[config.mk]
export PLATFORM = sky130hd
export DESIGN_NAME = bie_core
export DESIGN_NICKNAME = d
export VERILOG_FILES = /design/src/verilog/bie_pkg.sv /design/src/verilog/bie_decode.sv /design/src/verilog/bie_core.sv
export SDC_FILE = /design/constraint.sdc
export NUM_CORES = 1
export LEC_CHECK = 0
export CORE_UTILIZATION = 55
export DETAILED_ROUTE_END_ITERATION = 16
export DONT_BUFFER_PORTS = 1
export PLACE_DENSITY = 0.73
export SLEW_MARGIN = 20
export SYNTH_ARGS = -nofsm -noshare
export SYNTH_HDL_FRONTEND = slang
export SYNTH_SLANG_ARGS = --single-unit
[constraint.sdc]
create_clock -name clk -period 1.4 [get_ports clk]
set_input_delay 0.21 -clock clk [delete_from_list [all_inputs] [get_ports clk]]
set_output_delay 0.21 -clock clk [all_outputs]
set_load 0.05 [all_outputs]
[src/verilog/bie_pkg.sv]
// Package: encodings, field positions and reset values for the jump/increment executor
package bie_pkg;
  localparam int          INSN_W        = 14;
  localparam int          PC_W          = 13;
  localparam int          DATA_W        = 8;
  localparam int          ADDR_W        = 7;
  localparam int          LIT_W         = 11;
  // Jump: top three bits 101
  localparam int          JMP_OP_HI     = 13;
  localparam int          JMP_OP_LO     = 11;
  localparam logic [2:0]  JMP_OPCODE    = 3'h5;
  // Increment: top six bits 00 1010
  localparam int          INC_OP_HI     = 13;
  localparam int          INC_OP_LO     = 8;
  localparam logic [5:0]  INC_OPCODE    = 6'h0A;
  localparam int          DEST_BIT      = 7;
  localparam int          LATCH_HI      = 4;
  localparam int          LATCH_LO      = 3;
  localparam logic [0:0]  DEST_ACC      = 1'h0;
  localparam logic [PC_W-1:0]   PC_RESET  = 13'h0000;
  localparam logic [DATA_W-1:0] ACC_RESET = 8'h00;
  localparam logic [DATA_W-1:0] DATA_ONE  = 8'h01;
  localparam logic [DATA_W-1:0] DATA_ZERO = 8'h00;
  localparam logic [PC_W-1:0]   PC_STEP   = 13'h0001;
  typedef enum logic [1:0] { BIE_OP_NONE, BIE_OP_JMP, BIE_OP_INC } bie_op_e;
endpackage : bie_pkg

[src/verilog/bie_decode.sv]
// Instruction word decoder for jump and increment
`timescale 1ns/1ns
module bie_decode (
  input  wire logic [bie_pkg::INSN_W-1:0] insn,
  output bie_pkg::bie_op_e                op,
  output logic [bie_pkg::LIT_W-1:0]       literal,
  output logic [bie_pkg::ADDR_W-1:0]      reg_addr,
  output logic                            dest_sel
);
  // Opcode match and field extraction
  always_comb begin
    op = bie_pkg::BIE_OP_NONE;
    if (insn[bie_pkg::JMP_OP_HI:bie_pkg::JMP_OP_LO] == bie_pkg::JMP_OPCODE) begin
      op = bie_pkg::BIE_OP_JMP;
    end else if (insn[bie_pkg::INC_OP_HI:bie_pkg::INC_OP_LO] == bie_pkg::INC_OPCODE) begin
      op = bie_pkg::BIE_OP_INC;
    end
  end
  assign literal  = insn[bie_pkg::LIT_W-1:0];
  assign reg_addr = insn[bie_pkg::ADDR_W-1:0];
  assign dest_sel = insn[bie_pkg::DEST_BIT];
endmodule : bie_decode

[src/verilog/bie_core.sv]
// Execute unit for the absolute jump and register increment instructions
// Summary of operation
// - Jump opcode 101 with 11-bit literal executes unconditionally, ignoring flags.
// - Jump copies the 11-bit literal into program counter bits 10..0.
// - Jump takes program counter bits 12..11 from upper latch bits 4..3.
// - Jump lasts two cycles; second discards prefetched word; no flags change.
// - Increment reads the register, adds one; the accumulator takes the result in one cycle, the register write-back a cycle later.
// - Increment carries a one-bit destination select and seven-bit address.
// - Destination 0 writes the accumulator; 1 writes back the register.
`timescale 1ns/1ns
module bie_core (
  input  wire logic                        clk,
  input  wire logic                        resetn,
  input  wire logic [bie_pkg::INSN_W-1:0]  insn,
  input  wire logic [bie_pkg::DATA_W-1:0]  pc_upper_latch,
  input  wire logic [bie_pkg::DATA_W-1:0]  rf_rdata,
  output logic [bie_pkg::PC_W-1:0]         pc,
  output logic [bie_pkg::DATA_W-1:0]       acc,
  output logic                             zero_flag,
  output logic                             flush,
  output logic [bie_pkg::ADDR_W-1:0]       rf_addr,
  output logic                             rf_we,
  output logic [bie_pkg::DATA_W-1:0]       rf_wdata
);
  bie_pkg::bie_op_e             op;
  logic [bie_pkg::LIT_W-1:0]    literal;
  logic [bie_pkg::ADDR_W-1:0]   dec_addr;
  logic                         dest_sel;
  logic [bie_pkg::DATA_W-1:0]   sum;
  logic                         do_jmp;
  logic                         do_inc;

  bie_decode u_decode (
    .insn     (insn),
    .op       (op),
    .literal  (literal),
    .reg_addr (dec_addr),
    .dest_sel (dest_sel)
  );

  // Execution phase: a jump word is followed by one discard cycle
  typedef enum logic { BIE_PH_EXEC, BIE_PH_DISCARD } bie_phase_e;

  bie_phase_e                                           phase;
  bie_phase_e                                           next_phase;
  logic                                                 is_jmp_word;
  logic                                                 is_inc_word;
  logic                                                 inc_to_acc;
  logic                                                 inc_to_rf;
  logic                                                 sum_is_zero;
  logic [bie_pkg::LATCH_HI-bie_pkg::LATCH_LO:0]         jmp_upper;
  logic [bie_pkg::PC_W-1:0]                             jmp_target;
  logic [bie_pkg::PC_W-1:0]                             seq_pc;
  logic [bie_pkg::PC_W-1:0]                             next_pc;
  logic [bie_pkg::DATA_W-1:0]                           next_acc;
  logic                                                 next_zero_flag;
  logic                                                 next_rf_we;
  logic [bie_pkg::DATA_W-1:0]                           next_rf_wdata;

  // Word classification straight from the decoder
  assign is_jmp_word = (op == bie_pkg::BIE_OP_JMP);
  assign is_inc_word = (op == bie_pkg::BIE_OP_INC);

  // Execute only outside the discard cycle; no flag takes part in the jump test
  assign do_jmp = (phase == BIE_PH_EXEC) && is_jmp_word;
  assign do_inc = (phase == BIE_PH_EXEC) && is_inc_word;

  // Destination select splits the increment result
  assign inc_to_acc = do_inc && (dest_sel == bie_pkg::DEST_ACC);
  assign inc_to_rf  = do_inc && (dest_sel != bie_pkg::DEST_ACC);

  // Incrementer, its zero test and the register file address
  assign sum         = rf_rdata + bie_pkg::DATA_ONE;
  assign sum_is_zero = (sum == bie_pkg::DATA_ZERO);
  assign rf_addr     = dec_addr;

  // Discard cycle is visible to the fetch side
  assign flush = (phase == BIE_PH_DISCARD);

  // Jump target: latch bits on top, literal below
  assign jmp_upper  = pc_upper_latch[bie_pkg::LATCH_HI:bie_pkg::LATCH_LO];
  assign jmp_target = {jmp_upper, literal};
  assign seq_pc     = pc + bie_pkg::PC_STEP;

  // Phase sequencing: one discard cycle after every executed jump
  always_comb begin
    next_phase = phase;
    unique case (phase)
      BIE_PH_EXEC: begin
        if (is_jmp_word) begin
          next_phase = BIE_PH_DISCARD;
        end
      end
      BIE_PH_DISCARD: begin
        next_phase = BIE_PH_EXEC; // Prefetched word is dropped
      end
    endcase
  end

  // Phase register
  always_ff @(posedge clk) begin
    if (!resetn) begin
      phase <= BIE_PH_EXEC;
    end else begin
      phase <= next_phase;
    end
  end

  // Program counter: jump target or sequential step
  always_comb begin
    next_pc = seq_pc;
    unique case (op)
      bie_pkg::BIE_OP_JMP: begin
        if (do_jmp) begin
          next_pc = jmp_target;
        end
      end
      bie_pkg::BIE_OP_INC,
      bie_pkg::BIE_OP_NONE: begin
        next_pc = seq_pc;
      end
      default: begin
        next_pc = seq_pc; // Unused decoder code
      end
    endcase
  end

  // Program counter register
  always_ff @(posedge clk) begin
    if (!resetn) begin
      pc <= bie_pkg::PC_RESET;
    end else begin
      pc <= next_pc;
    end
  end

  // Accumulator takes the sum only for destination 0
  always_comb begin
    next_acc = acc;
    unique case (op)
      bie_pkg::BIE_OP_INC: begin
        if (inc_to_acc) begin
          next_acc = sum;
        end
      end
      bie_pkg::BIE_OP_JMP,
      bie_pkg::BIE_OP_NONE: begin
        next_acc = acc; // Jump and other words leave it alone
      end
      default: begin
        next_acc = acc; // Unused decoder code
      end
    endcase
  end

  // Accumulator register
  always_ff @(posedge clk) begin
    if (!resetn) begin
      acc <= bie_pkg::ACC_RESET;
    end else begin
      acc <= next_acc;
    end
  end

  // Zero flag touched only by an executed increment
  always_comb begin
    next_zero_flag = zero_flag;
    unique case (op)
      bie_pkg::BIE_OP_INC: begin
        if (do_inc) begin
          next_zero_flag = sum_is_zero;
        end
      end
      bie_pkg::BIE_OP_JMP,
      bie_pkg::BIE_OP_NONE: begin
        next_zero_flag = zero_flag;
      end
      default: begin
        next_zero_flag = zero_flag; // Unused decoder code
      end
    endcase
  end

  // Zero flag register
  always_ff @(posedge clk) begin
    if (!resetn) begin
      zero_flag <= 1'b0;
    end else begin
      zero_flag <= next_zero_flag;
    end
  end

  // Write strobe for destination 1, one cycle long
  always_comb begin
    next_rf_we = 1'b0;
    if (inc_to_rf) begin
      next_rf_we = 1'b1;
    end
  end

  // Write strobe register
  always_ff @(posedge clk) begin
    if (!resetn) begin
      rf_we <= 1'b0;
    end else begin
      rf_we <= next_rf_we;
    end
  end

  // Write data holds the last increment sum
  always_comb begin
    next_rf_wdata = rf_wdata;
    if (do_inc) begin
      next_rf_wdata = sum;
    end
  end

  // Write data register
  always_ff @(posedge clk) begin
    if (!resetn) begin
      rf_wdata <= bie_pkg::DATA_ZERO;
    end else begin
      rf_wdata <= next_rf_wdata;
    end
  end
endmodule : bie_core

# Yosys cells after proc, flatten, opt, wreduce, memory -nomap -nowiden
# Index checks and enable logic that the tools add are counted.
[word_totals]
regBits = 32
inputBits = 32
out_inout_bits = 39
wordCells = 28
[classes]
addsub = 2
n_eq_ne = 4
muxes = 7
bitwise = 2
n_reduce_logical = 7
[op_table]
columns = ["cell", "n"]
rows = [
  ["13-bit 2-to-1 mux", 2],
  ["13-bit by 1-bit adder with 13-bit output (second input constant)", 1],
  ["8-bit by 1-bit adder with 8-bit output (second input constant)", 1],
  ["8-bit zero test", 1],
  ["6-bit by 4-bit equality test with 1-bit output (second input constant)", 1],
  ["1-bit logical AND", 4],
  ["2-bit 2-to-1 mux", 2],
  ["2-bit AND reduction", 2],
  ["3-bit equality test (second input constant)", 1],
  ["2-bit by 1-bit equality test with 1-bit output (second input constant)", 1],
  ["2-bit equality test (second input constant)", 1],
  ["1-bit 2-to-1 mux", 2],
  ["1-bit inverter", 2],
  ["1-bit one-hot mux with 2 select lines", 1],
]

# Depth between registers and ports, before layout
# Gate-level depths: netlist of run 1.
[logic_depth]
word_depth = 7
depth_mapped = 6

# By module
# Synthesis of run 1 repeated with hierarchy kept, for this count alone.
[hier_totals]
cells_unflattened = 174
hier_area_um2 = 1587.8
[by_module_without_submodules]
columns = ["mod", "n_inst", "cells_each", "area_per_inst_um2", "seq_area_each_um2"]
rows = [
  ["bie_core", 1, 152, 1412.6, 640.6],
  ["bie_decode", 1, 22, 175.2, 0.0],
]

# Least setup slack after synthesis of run 1
# OpenSTA, ideal clock, no wires.
[synth_timing]
path_type = "reg2reg"
from = "register pc[0] in the netlist's numbering"
to = "register pc[12] in the netlist's numbering"
arrival_time_ns = 1.668
required_ns = 1.278
setup_slack_ns = -0.390
path_stages_with_launch = 6
n_path_buf = 0
synth_period_minus_slack_ns = 1.790
cell_sequence = "dfxtp_1 ha_1 nand3_1 nor4_1 xnor2_1 a21oi_1"
[synth_between]
elab_chain_len = 3
[synth_lines]
columns = ["item", "line", "rtl"]
rows = [
  ["start: declaration", "bie_core.sv:17", "output logic [bie_pkg::PC_W-1:0] pc,"],
  ["start signal: assignment", "bie_core.sv:131", "pc <= bie_pkg::PC_RESET;"],
  ["start signal: assignment", "bie_core.sv:133", "pc <= next_pc;"],
  ["13-bit by 1-bit adder with 13-bit output *", "bie_core.sv:83", "assign seq_pc = pc + bie_pkg::PC_STEP;"],
  ["13-bit 2-to-1 mux", "bie_core.sv:114", "if (do_jmp) begin"],
  ["13-bit 2-to-1 mux *", "bie_core.sv:112", "unique case (op)"],
]
# Every way passes the cells marked *; elsewhere a longest branch is shown, timed or not.
# A chain may end at the register's enable or synchronous reset.

# Worst setup path in the final report of run 1
[layout_timing]
from = "register phase (netlist: flush)"
to = "register pc[11] in the netlist's numbering"
[layout_between]
elab_chain_len = 4
[layout_lines]
columns = ["item", "line", "rtl"]
rows = [
  ["start: declaration", "bie_core.sv:44", "bie_phase_e phase;"],
  ["start signal: assignment", "bie_core.sv:105", "phase <= next_phase;"],
  ["1-bit inverter", "bie_core.sv:65", "assign do_jmp = (phase == BIE_PH_EXEC) && is_jmp_word;"],
  ["1-bit logical AND", "bie_core.sv:65", ""],
  ["13-bit 2-to-1 mux", "bie_core.sv:114", ""],
  ["13-bit 2-to-1 mux", "bie_core.sv:112", ""],
]
# Every way passes these cells.

==> results.py, run 1 <==
metrics = {
    "status": {
        "status": "finished with violations",
        "violations": "setup timing",
    },
    "yosys": {
        "yosysMostFrequentCell": "dfxtp_1",
        "synth_top_area_share_pct": 42.2,
        "postSynthCellCount": 167,
        "yosys_warnings": 0,
        "avgSynthCellArea_sq_um": 9.10,
        "synth_edf_count": 0,
        "synthTopCellsByCount": "dfxtp_1 (32), nor2_1 (28), a211oi_1 (17), xnor2_1 (9), buf_4 (8)",
        "synth.yosys.seq_area_share_pct": 42.2,
        "syn-cell-area_sq_um": 1520,
        "synthArstFlopShare_pct": 0,
        "synth_nets": 202,
        "synthTopCellsByArea": "dfxtp_1 (42%), a211oi_1 (8.4%), nor2_1 (6.9%)",
        "synthFlopType": "dfxtp_1",
        "synth_seq_cells": 32,
        "yosysUniqueCellTypes": 34,
        "yosys.area.top_type": "dfxtp_1",
    },
    "critical_path": {
        "crit_chain": "or3b_4, or2_4, buf_12, o21ai_4, a21oi_2",
        "worstSetupStartpointType": "register",
        "end_kind": "register",
        "crit_required_ns": 1.64,
        "worstPathArrival_ns": 1.85,
        "criticalPathCategory": "register to register",
        "slowest_stage": "or3b_4",
        "max_stage_delay_ns": 0.44,
        "cp_max_fo": 7,
    },
    "pwr": {
        "leakage_nw": 0.864,
        "peakVddDrop_uv": 1050,
        "p_per_area_nw_per_um2": 961,
    },
    "global_route": {
        "grt_pass1_wl_um": 5640,
        "grt_overflow": 0,
        "first_global_vias": 1228,
        "antenna_found_initial": 0,
        "grt_max_degree": 27,
        "gr-usage-all-layers_pct": 27.9,
    },
    "drt": {
        "dr.pass1.iters": 4,
        "drc": 0,
        "routed-via-count": 1520,
        "routed_wl_um": 5120,
        "drtIter0Drc": 56,
        "avgViaCountPerCell": 6.18,
        "drt.antenna.violating_nets": 0,
        "routedWlPerCell_um": 20.8,
    },
    "die": {
        "core_sq_um": 2540,
        "die-area_sq_um": 2980,
        "die_h_um": 54.6,
        "fp-row-count": 18,
        "start_util_pct": 59.7,
        "fp.dieW_um": 54.6,
        "io-pin-count": 71,
    },
    "finish": {
        "final_cell_area_sq_um": 2260,
        "nets": 250,
        "nFillCells": 113,
        "seq_area_sq_um": 649,
        "syn2layout_area_growth_pct": 48.8,
        "layout-drive-gt1-share_pct": 50.9,
        "diodes": 0,
        "multi_input_area_sq_um": 951,
        "final_cells": 246,
        "fin_util_pct": 88.8,
    },
    "place": {
        "placed_cell_area_sq_um": 1850,
        "dp.cells": 228,
        "io_buffers": 0,
        "pre_cts_slack_ns": -0.137,
        "dpl.hpwl_um": 2770,
        "routabilityCongestion": 0.756,
    },
    "timing": {
        "drv_slew": 0,
        "hold_viol": 0,
        "final.period_utilization_pct": 115,
        "max-slew-margin-rel_pct": 68.8,
        "finalSetupViolations": 30,
        "max_clock_freq_ghz": 0.620,
        "fin_crit_ns": 1.61,
        "fin_hold_ws_ns": 0.00931,
        "tightest_slew_ns": 0.468,
        "rsz0062_at_grt": "true",
        "worst_slack_ns": -0.212,
        "final.setup_skew_ns": 0.0130,
    },
    "clock_tree": {
        "cts_tree": "yes",
        "cts_sinks": 32,
        "cts-htree-levels": 2,
        "numCtsBuffers": 5,
        "clk_path_buf_depth": 2,
        "clock_latency_ns": 0.35,
        "clkTransAtPathRegs_ns": 0.11,
        "root_buffer": "clkbuf_4",
    },
    "hold_path": {
        "worstHoldPathType": "input port to register",
    },
    "run": {
        "cap_violations": 0,
    },
}
## worst paths after layout
kind | depth (start not counted) | start | slack (ns) | endpoint
worst max register to register | 5 | flush | -0.21 | pc[11]
worst max-delay path | 5 | flush | -0.21 | pc[11]
worst min register to register | 2 | acc[5] | 0.51 | acc[5]
worst min-delay path | 2 | insn[1] | 0.009 | pc[1]
## critical path: cells and delay by family (launching register included)
kind / cells / cell delay, ns
simple gates: 2 / 0.74
flops: 1 / 0.36
compound gates: 2 / 0.23
buf+inv: 1 / 0.16
## placed cells by master (no fill, tap or decap), types with 3 or more instances in the layout
cell and count:
clkbuf_4 5, buf_6 5, dfxtp_2 4, inv_1 4, nand4_1 5, nand2_1 5
nand3_1 6, nor2_1 14, buf_12 3, o21ai_2 3, a21oi_1 3, a211oi_2 17
nor2_2 7, ha_1 3, dfxtp_1 27, xnor2_1 9, xor2_1 7, nor3_1 4
nor2_4 8, buf_4 43, a211oi_1 3
## layout make-up
type	count	area share, %
Clock buffer	7	2.88
Sequential cell	32	28.7
Timing Repair Buffer	55	22.5
Multi-Input combinational cell	116	42.1
Clock inverter	1	1.33
Tap cell	30	1.66
Inverter	5	0.830
## flip-flops by register name, summed over array words and instances (netlist names)
signal and cells:
rf_we 1, flush 1, zero_flag 1, acc 8, pc 13, rf_wdata 8
## logic make-up after synthesis
| family | count (synthesis) | synth area share (%) |
|---|---|---|
| simple gates | 60 | 20.4 |
| xor+xnor | 16 | 9.23 |
| fa+ha+maj | 3 | 2.47 |
| buf+inv | 19 | 7.41 |
| flops | 32 | 42.2 |
| mux | 3 | 1.98 |
| compound gates | 34 | 16.3 |
## layer usage
metal	global-route usage, %	share of wire (%)
met1	32.1	40
met2	46.7	48
met3	8.06	8.6
met4	13.7	3.3
met5	0	0
## power breakdown
group / leakage, nW / switching, W / internal (W)
clock network: 0.0515 / 0.000338 / 0.000474
logic: 0.551 / 0.000248 / 0.000145
registers: 0.262 / 0.0000279 / 0.000941
total: 0.864 / 0.000614 / 0.00156
## timing repair
action                                  in CTS  in global routing
hold endpoints to repair                     2                  4
endpoints found under the setup margin      24                 31
hold buffers                                 1                  1
gates cloned                                 0                  3
pin swaps                                    1                  5
buffers inserted                             1                  4
gates resized for setup                      7                 37
## through the flow
step / power [W] / setup TNS (ns)
after CTS: 0.00209 / -2.35
after floorplan: 0.00126 / -3.42
after global routing: 0.00224 / -4.76
after detailed placement: 0.00131 / -2.30
final: 0.00217 / -3.82
after global placement: 0.00129 / -1.47
(Power assumes the default switching activity.)
==> run 2: changes to the inputs <==
REMOVE_ABC_BUFFERS = 1   (was default)
==> results.py, run 2 (same netlist as run 1, synthesis figures left out) <==
metrics = {
    "critical_path": {
        "reg2reg_depth": 4,
        "crit_start": "flush",
        "crit_required_ns": 1.62,
        "worstPathArrival_ns": 1.79,
        "r2r_slack_ns": -0.17,
        "r2r-end": "pc[7]",
        "worstSetupStartpointType": "register",
        "criticalPathCategory": "register to register",
        "end_kind": "register",
        "regToRegStartpoint": "flush",
        "crit_chain": "or3b_4, or2_4, buf_12, a211oi_1",
        "slowest_stage": "or3b_4",
        "max_stage_delay_ns": 0.42,
        "cp_max_fo": 26,
    },
    "finish": {
        "layout_commonest_cell": "buf_4",
        "nets": 242,
        "diodes": 0,
        "final_cell_mix": "buf_4 (40), dfxtp_1 (31), nor2_1 (26), a211oi_1 (12), xnor2_1 (9)",
        "nFillCells": 180,
        "layout-drive-gt1-share_pct": 35.3,
        "reg_top3": "pc x13, acc x8, rf_wdata x8",
        "largest_register": "pc",
        "syn2layout_area_growth_pct": 30.1,
        "largest_reg_flops": 13,
        "final_cells": 237,
    },
    "hold_path": {
        "hold_start": "insn[7]",
        "min_to": "rf_we",
        "hold_path_depth": 1,
        "worstHoldPathType": "input port to register",
    },
    "timing": {
        "drv_slew": 0,
        "worst_slack_ns": -0.173,
        "fin_crit_ns": 1.57,
        "fin_hold_ws_ns": 0.0327,
        "tightest_slew_ns": 0.468,
        "final.period_utilization_pct": 112,
        "hold_viol": 0,
        "max_clock_freq_ghz": 0.636,
        "max-slew-margin-rel_pct": 68.8,
        "finalSetupViolations": 22,
        "rsz0062_at_grt": "true",
        "final.setup_skew_ns": 0.00723,
    },
    "global_route": {
        "gr-usage-all-layers_pct": 24.9,
        "grt_max_degree": 27,
        "first_global_vias": 1204,
        "grt_overflow": 0,
        "grt_pass1_wl_um": 5120,
        "antenna_found_initial": 0,
    },
    "place": {
        "dpl.hpwl_um": 2470,
        "io_buffers": 0,
        "routabilityCongestion": 0.772,
        "dp.cells": 226,
    },
    "die": {
        "die_h_um": 54.6,
        "die-area_sq_um": 2980,
        "start_util_pct": 59.7,
        "fp.dieW_um": 54.6,
        "core_sq_um": 2540,
        "io-pin-count": 71,
        "fp-row-count": 18,
    },
    "clock_tree": {
        "cts-htree-levels": 2,
        "cts_tree": "yes",
        "clock_latency_ns": 0.32,
        "cts_sinks": 32,
        "root_buffer": "clkbuf_4",
        "clkTransAtPathRegs_ns": 0.10,
        "clk_path_buf_depth": 2,
        "numCtsBuffers": 5,
    },
    "pwr": {
        "peakVddDrop_uv": 744,
        "p_per_area_nw_per_um2": 946,
        "leakage_nw": 0.769,
    },
    "drt": {
        "avgViaCountPerCell": 5.71,
        "drt.antenna.violating_nets": 0,
        "routed-via-count": 1354,
        "drtIter0Drc": 18,
        "routed_wl_um": 3470,
        "routedWlPerCell_um": 14.6,
        "drc": 0,
        "dr.pass1.iters": 4,
    },
    "status": {
        "status": "finished with violations",
        "violations": "setup timing",
    },
    "run": {
        "cap_violations": 0,
    },
}
==> run 2: changes by cell type in the layout (fill, tap and decap cells not counted), sizes merged <==
cell / change
buf: -6
bufinv: -1
clkbuf: -2
==> run 2: stage by stage <==
step	worst slack (ns)	cell area, sq um	setup TNS, ns	utilization [%]	power, W
after floorplan	-0.417	1430	-9.48	-	0.00119
after global placement	-0.0533	1810	-0.424	71.1	0.00128
after detailed placement	-0.142	1810	-1.51	71.1	0.00129
after CTS	-0.124	1910	-1.57	75.0	0.00187
after global routing	-0.173	1980	-2.28	77.6	0.00196
final	-0.173	1980	-1.44	77.6	0.00187
==> run 2: how the worst max path moves through the flow <==
stage / to / slack (ns) / depth (start not counted)
global placement: acc[1] / -0.05 / 5
global route: pc[7] / -0.17 / 4
detailed placement: acc[0] / -0.14 / 5
floorplan: pc[12] / -0.42 / 5
finish: pc[7] / -0.17 / 4
CTS: acc[5] / -0.12 / 5
==> run 2: power breakdown <==
group	internal, W	switching, W	leakage (nW)
registers	0.000940	0.0000239	0.260
clock network	0.000285	0.000295	0.0374
logic	0.000116	0.000210	0.471
total	0.00134	0.000529	0.769
==> run 2: worst max-delay path: cells and delay by family (launching register included) <==
| family | cells | cell delay, ns |
|---|---|---|
| and+or+nand+nor | 2 | 0.68 |
| AOI/OAI and AO/OA | 1 | 0.29 |
| buffers and inverters | 1 | 0.16 |
| DFF | 1 | 0.33 |
==> run 2: layout make-up <==
cell class | instances | area, sq um | share of cell area (%)
Multi-Input combinational cell | 116 | 818 | 41.4
Sequential cell | 32 | 642 | 32.5
Timing Repair Buffer | 47 | 394 | 19.9
Clock buffer | 7 | 65.1 | 3.29
Tap cell | 30 | 37.5 | 1.90
Inverter | 5 | 18.8 | 0.950
==> run 2: layer usage <==
metal	GRT usage [%]	vias up	wire length, um
met1	29.1	626	1540
met2	42.1	50	1700
met3	8.06	9	173
met4	9.40	0	57
li1	-	669	-
met5	0	-	0
==> run 2: repair_timing <==
item,4_1_cts,5_1_grt
endpoints found under the setup margin,22,26
hold buffers,1,1
hold endpoints to repair,2,4
resized for setup,3,18
pin swaps,2,5
setup buffers,2,0
==> run 3: changes to the inputs <==
GPL_TIMING_DRIVEN = 0   (was default)
==> results.py, run 3 (same netlist as run 1, synthesis figures left out) <==
metrics = {
    "status": {
        "status": "finished with violations",
        "violations": "setup timing",
    },
    "pwr": {
        "p_clk_share_pct": 30.2,
        "p_per_area_nw_per_um2": 996,
        "comb_power_share_pct": 9.0,
        "total_power_w": 0.00178,
        "switching_share_pct": 29.1,
        "power_frac_seq_pct": 60.9,
        "internal_power_w": 0.00126,
        "peakVddDrop_uv": 682,
        "p_sw_w": 0.000519,
        "leakage_nw": 0.610,
    },
    "timing": {
        "max_clock_freq_ghz": 0.595,
        "hold_viol": 0,
        "max-slew-margin-rel_pct": 47.3,
        "final.setup_skew_ns": 0.00898,
        "drv_slew": 0,
        "tns_ns": -6.94,
        "tightest_slew_ns": 0.785,
        "fin_crit_ns": 1.68,
        "finalSetupViolations": 32,
        "rsz0062_at_grt": "true",
        "worst_slack_ns": -0.282,
        "final.period_utilization_pct": 120,
    },
    "drt": {
        "dr.pass1.iters": 4,
        "routed_wl_um": 3670,
        "routed-via-count": 1267,
        "avgViaCountPerCell": 6.09,
        "routedWlPerCell_um": 17.6,
        "drt.antenna.violating_nets": 0,
        "drc": 0,
        "drtIter0Drc": 15,
    },
    "finish": {
        "multi_input_area_sq_um": 876,
        "layout-drive-gt1-share_pct": 32.0,
        "largest_reg_flops": 13,
        "diodes": 0,
        "seq_area_sq_um": 663,
        "syn2layout_area_growth_pct": 17.8,
        "nFillCells": 197,
        "largest_register": "pc",
        "final_cell_area_sq_um": 1790,
        "final_cell_mix": "nor2_1 (20), dfxtp_1 (20), a211oi_1 (14), xnor2_1 (9), dfxtp_2 (9)",
        "nets": 212,
        "reg_top3": "pc x13, acc x8, rf_wdata x8",
    },
    "critical_path": {
        "crit_required_ns": 1.59,
        "criticalPathCategory": "register to register",
        "worstPathArrival_ns": 1.87,
        "cp_max_fo": 4,
        "reg2reg_depth": 5,
        "end_kind": "register",
        "worstSetupStartpointType": "register",
    },
    "place": {
        "routabilityCongestion": 0.722,
        "placed_cell_area_sq_um": 1460,
        "dpl.hpwl_um": 2160,
        "io_buffers": 0,
    },
    "die": {
        "core_sq_um": 2540,
        "die-area_sq_um": 2980,
        "die_h_um": 54.6,
        "start_util_pct": 59.7,
        "fp.dieW_um": 54.6,
        "fp-row-count": 18,
        "io-pin-count": 71,
    },
    "global_route": {
        "grt_max_degree": 27,
        "antenna_found_initial": 0,
        "first_global_vias": 1197,
        "gr-usage-all-layers_pct": 26.8,
        "grt_overflow": 0,
        "grt_pass1_wl_um": 5490,
    },
    "clock_tree": {
        "clkTransAtPathRegs_ns": 0.10,
        "cts_sinks": 32,
        "clk_path_buf_depth": 2,
        "cts-htree-levels": 2,
        "numCtsBuffers": 5,
        "cts_tree": "yes",
        "clock_latency_ns": 0.32,
        "root_buffer": "clkbuf_4",
    },
    "hold_path": {
        "hold_path_depth": 2,
        "worstHoldPathType": "input port to register",
    },
    "run": {
        "cap_violations": 0,
    },
}
==> run 3: cell types whose count changed in the layout (fill, tap and decap cells not counted), sizes merged <==
cell,delta
buf,-34
or2,+3
clkbuf,+1
dlygate4sd3,+1
==> run 3: per-layer routing <==
layer | track usage (%) | vias to the layer above | routed length, um
met3 | 11.4 | 2 | 270
met5 | 0 | - | 0
met1 | 31.8 | 605 | 1540
met2 | 42.9 | 47 | 1850
met4 | 9.83 | 0 | 15
li1 | - | 613 | -
==> run 3: power by group through the flow <==
stage / Clock, W / Combinational (W) / Sequential (W)
floorplan: 0 / 0.0000999 / 0.00109
global placement: 0 / 0.000115 / 0.00110
detailed placement: 0 / 0.000121 / 0.00110
CTS: 0.000560 / 0.000147 / 0.00108
global route: 0.000604 / 0.000176 / 0.00109
finish: 0.000538 / 0.000160 / 0.00108
==> run 3: final cells by class <==
class                           count  share of cell area [%]
Multi-Input combinational cell    119                    49.0
Sequential cell                    32                    37.1
Inverter                            5                    1.05
Timing Repair Buffer               14                    7.55
Clock buffer                        8                    3.29
Tap cell                           30                    2.10
==> run 3: path summary, 6_finish.rpt <==
kind            from      to  slack, ns
max            flush  acc[1]      -0.28
min          insn[1]   pc[1]       0.04
max reg2reg    flush  acc[1]      -0.28
min reg2reg    pc[0]   pc[0]       0.61
==> run 3: worst max-delay path: stages (launching register included) <==
cell and delay, ns:
dfxtp_4 0.41, or3b_4 0.45, nor3_4 0.30, buf_6 0.16, mux2i_1 0.17, nor2_1 0.05
==> run 3: stage by stage <==
stage          setup slack, ns  utilization [%]  std cells  hold WS, ns
6_report                -0.282             70.3        208       0.0354
5_1_grt                 -0.340             70.3        208      0.00629
4_1_cts                 -0.245             67.2        207       0.0104
3_5_place_dp            -0.665             57.5        183        0.311
3_3_place_gp            -0.559             57.5        183        0.309
2_1_floorplan           -0.417                -        153        0.306
==> run 3: what timing repair did <==
action / 4_1_cts / 5_1_grt
endpoints found under the hold margin: 3 / 3
cloned: 4 / 0
hold buffers: 2 / 1
endpoints found under the setup margin: 32 / 32
pin swaps: 5 / 14
resized for setup: 32 / 20
buffers inserted: 10 / 0
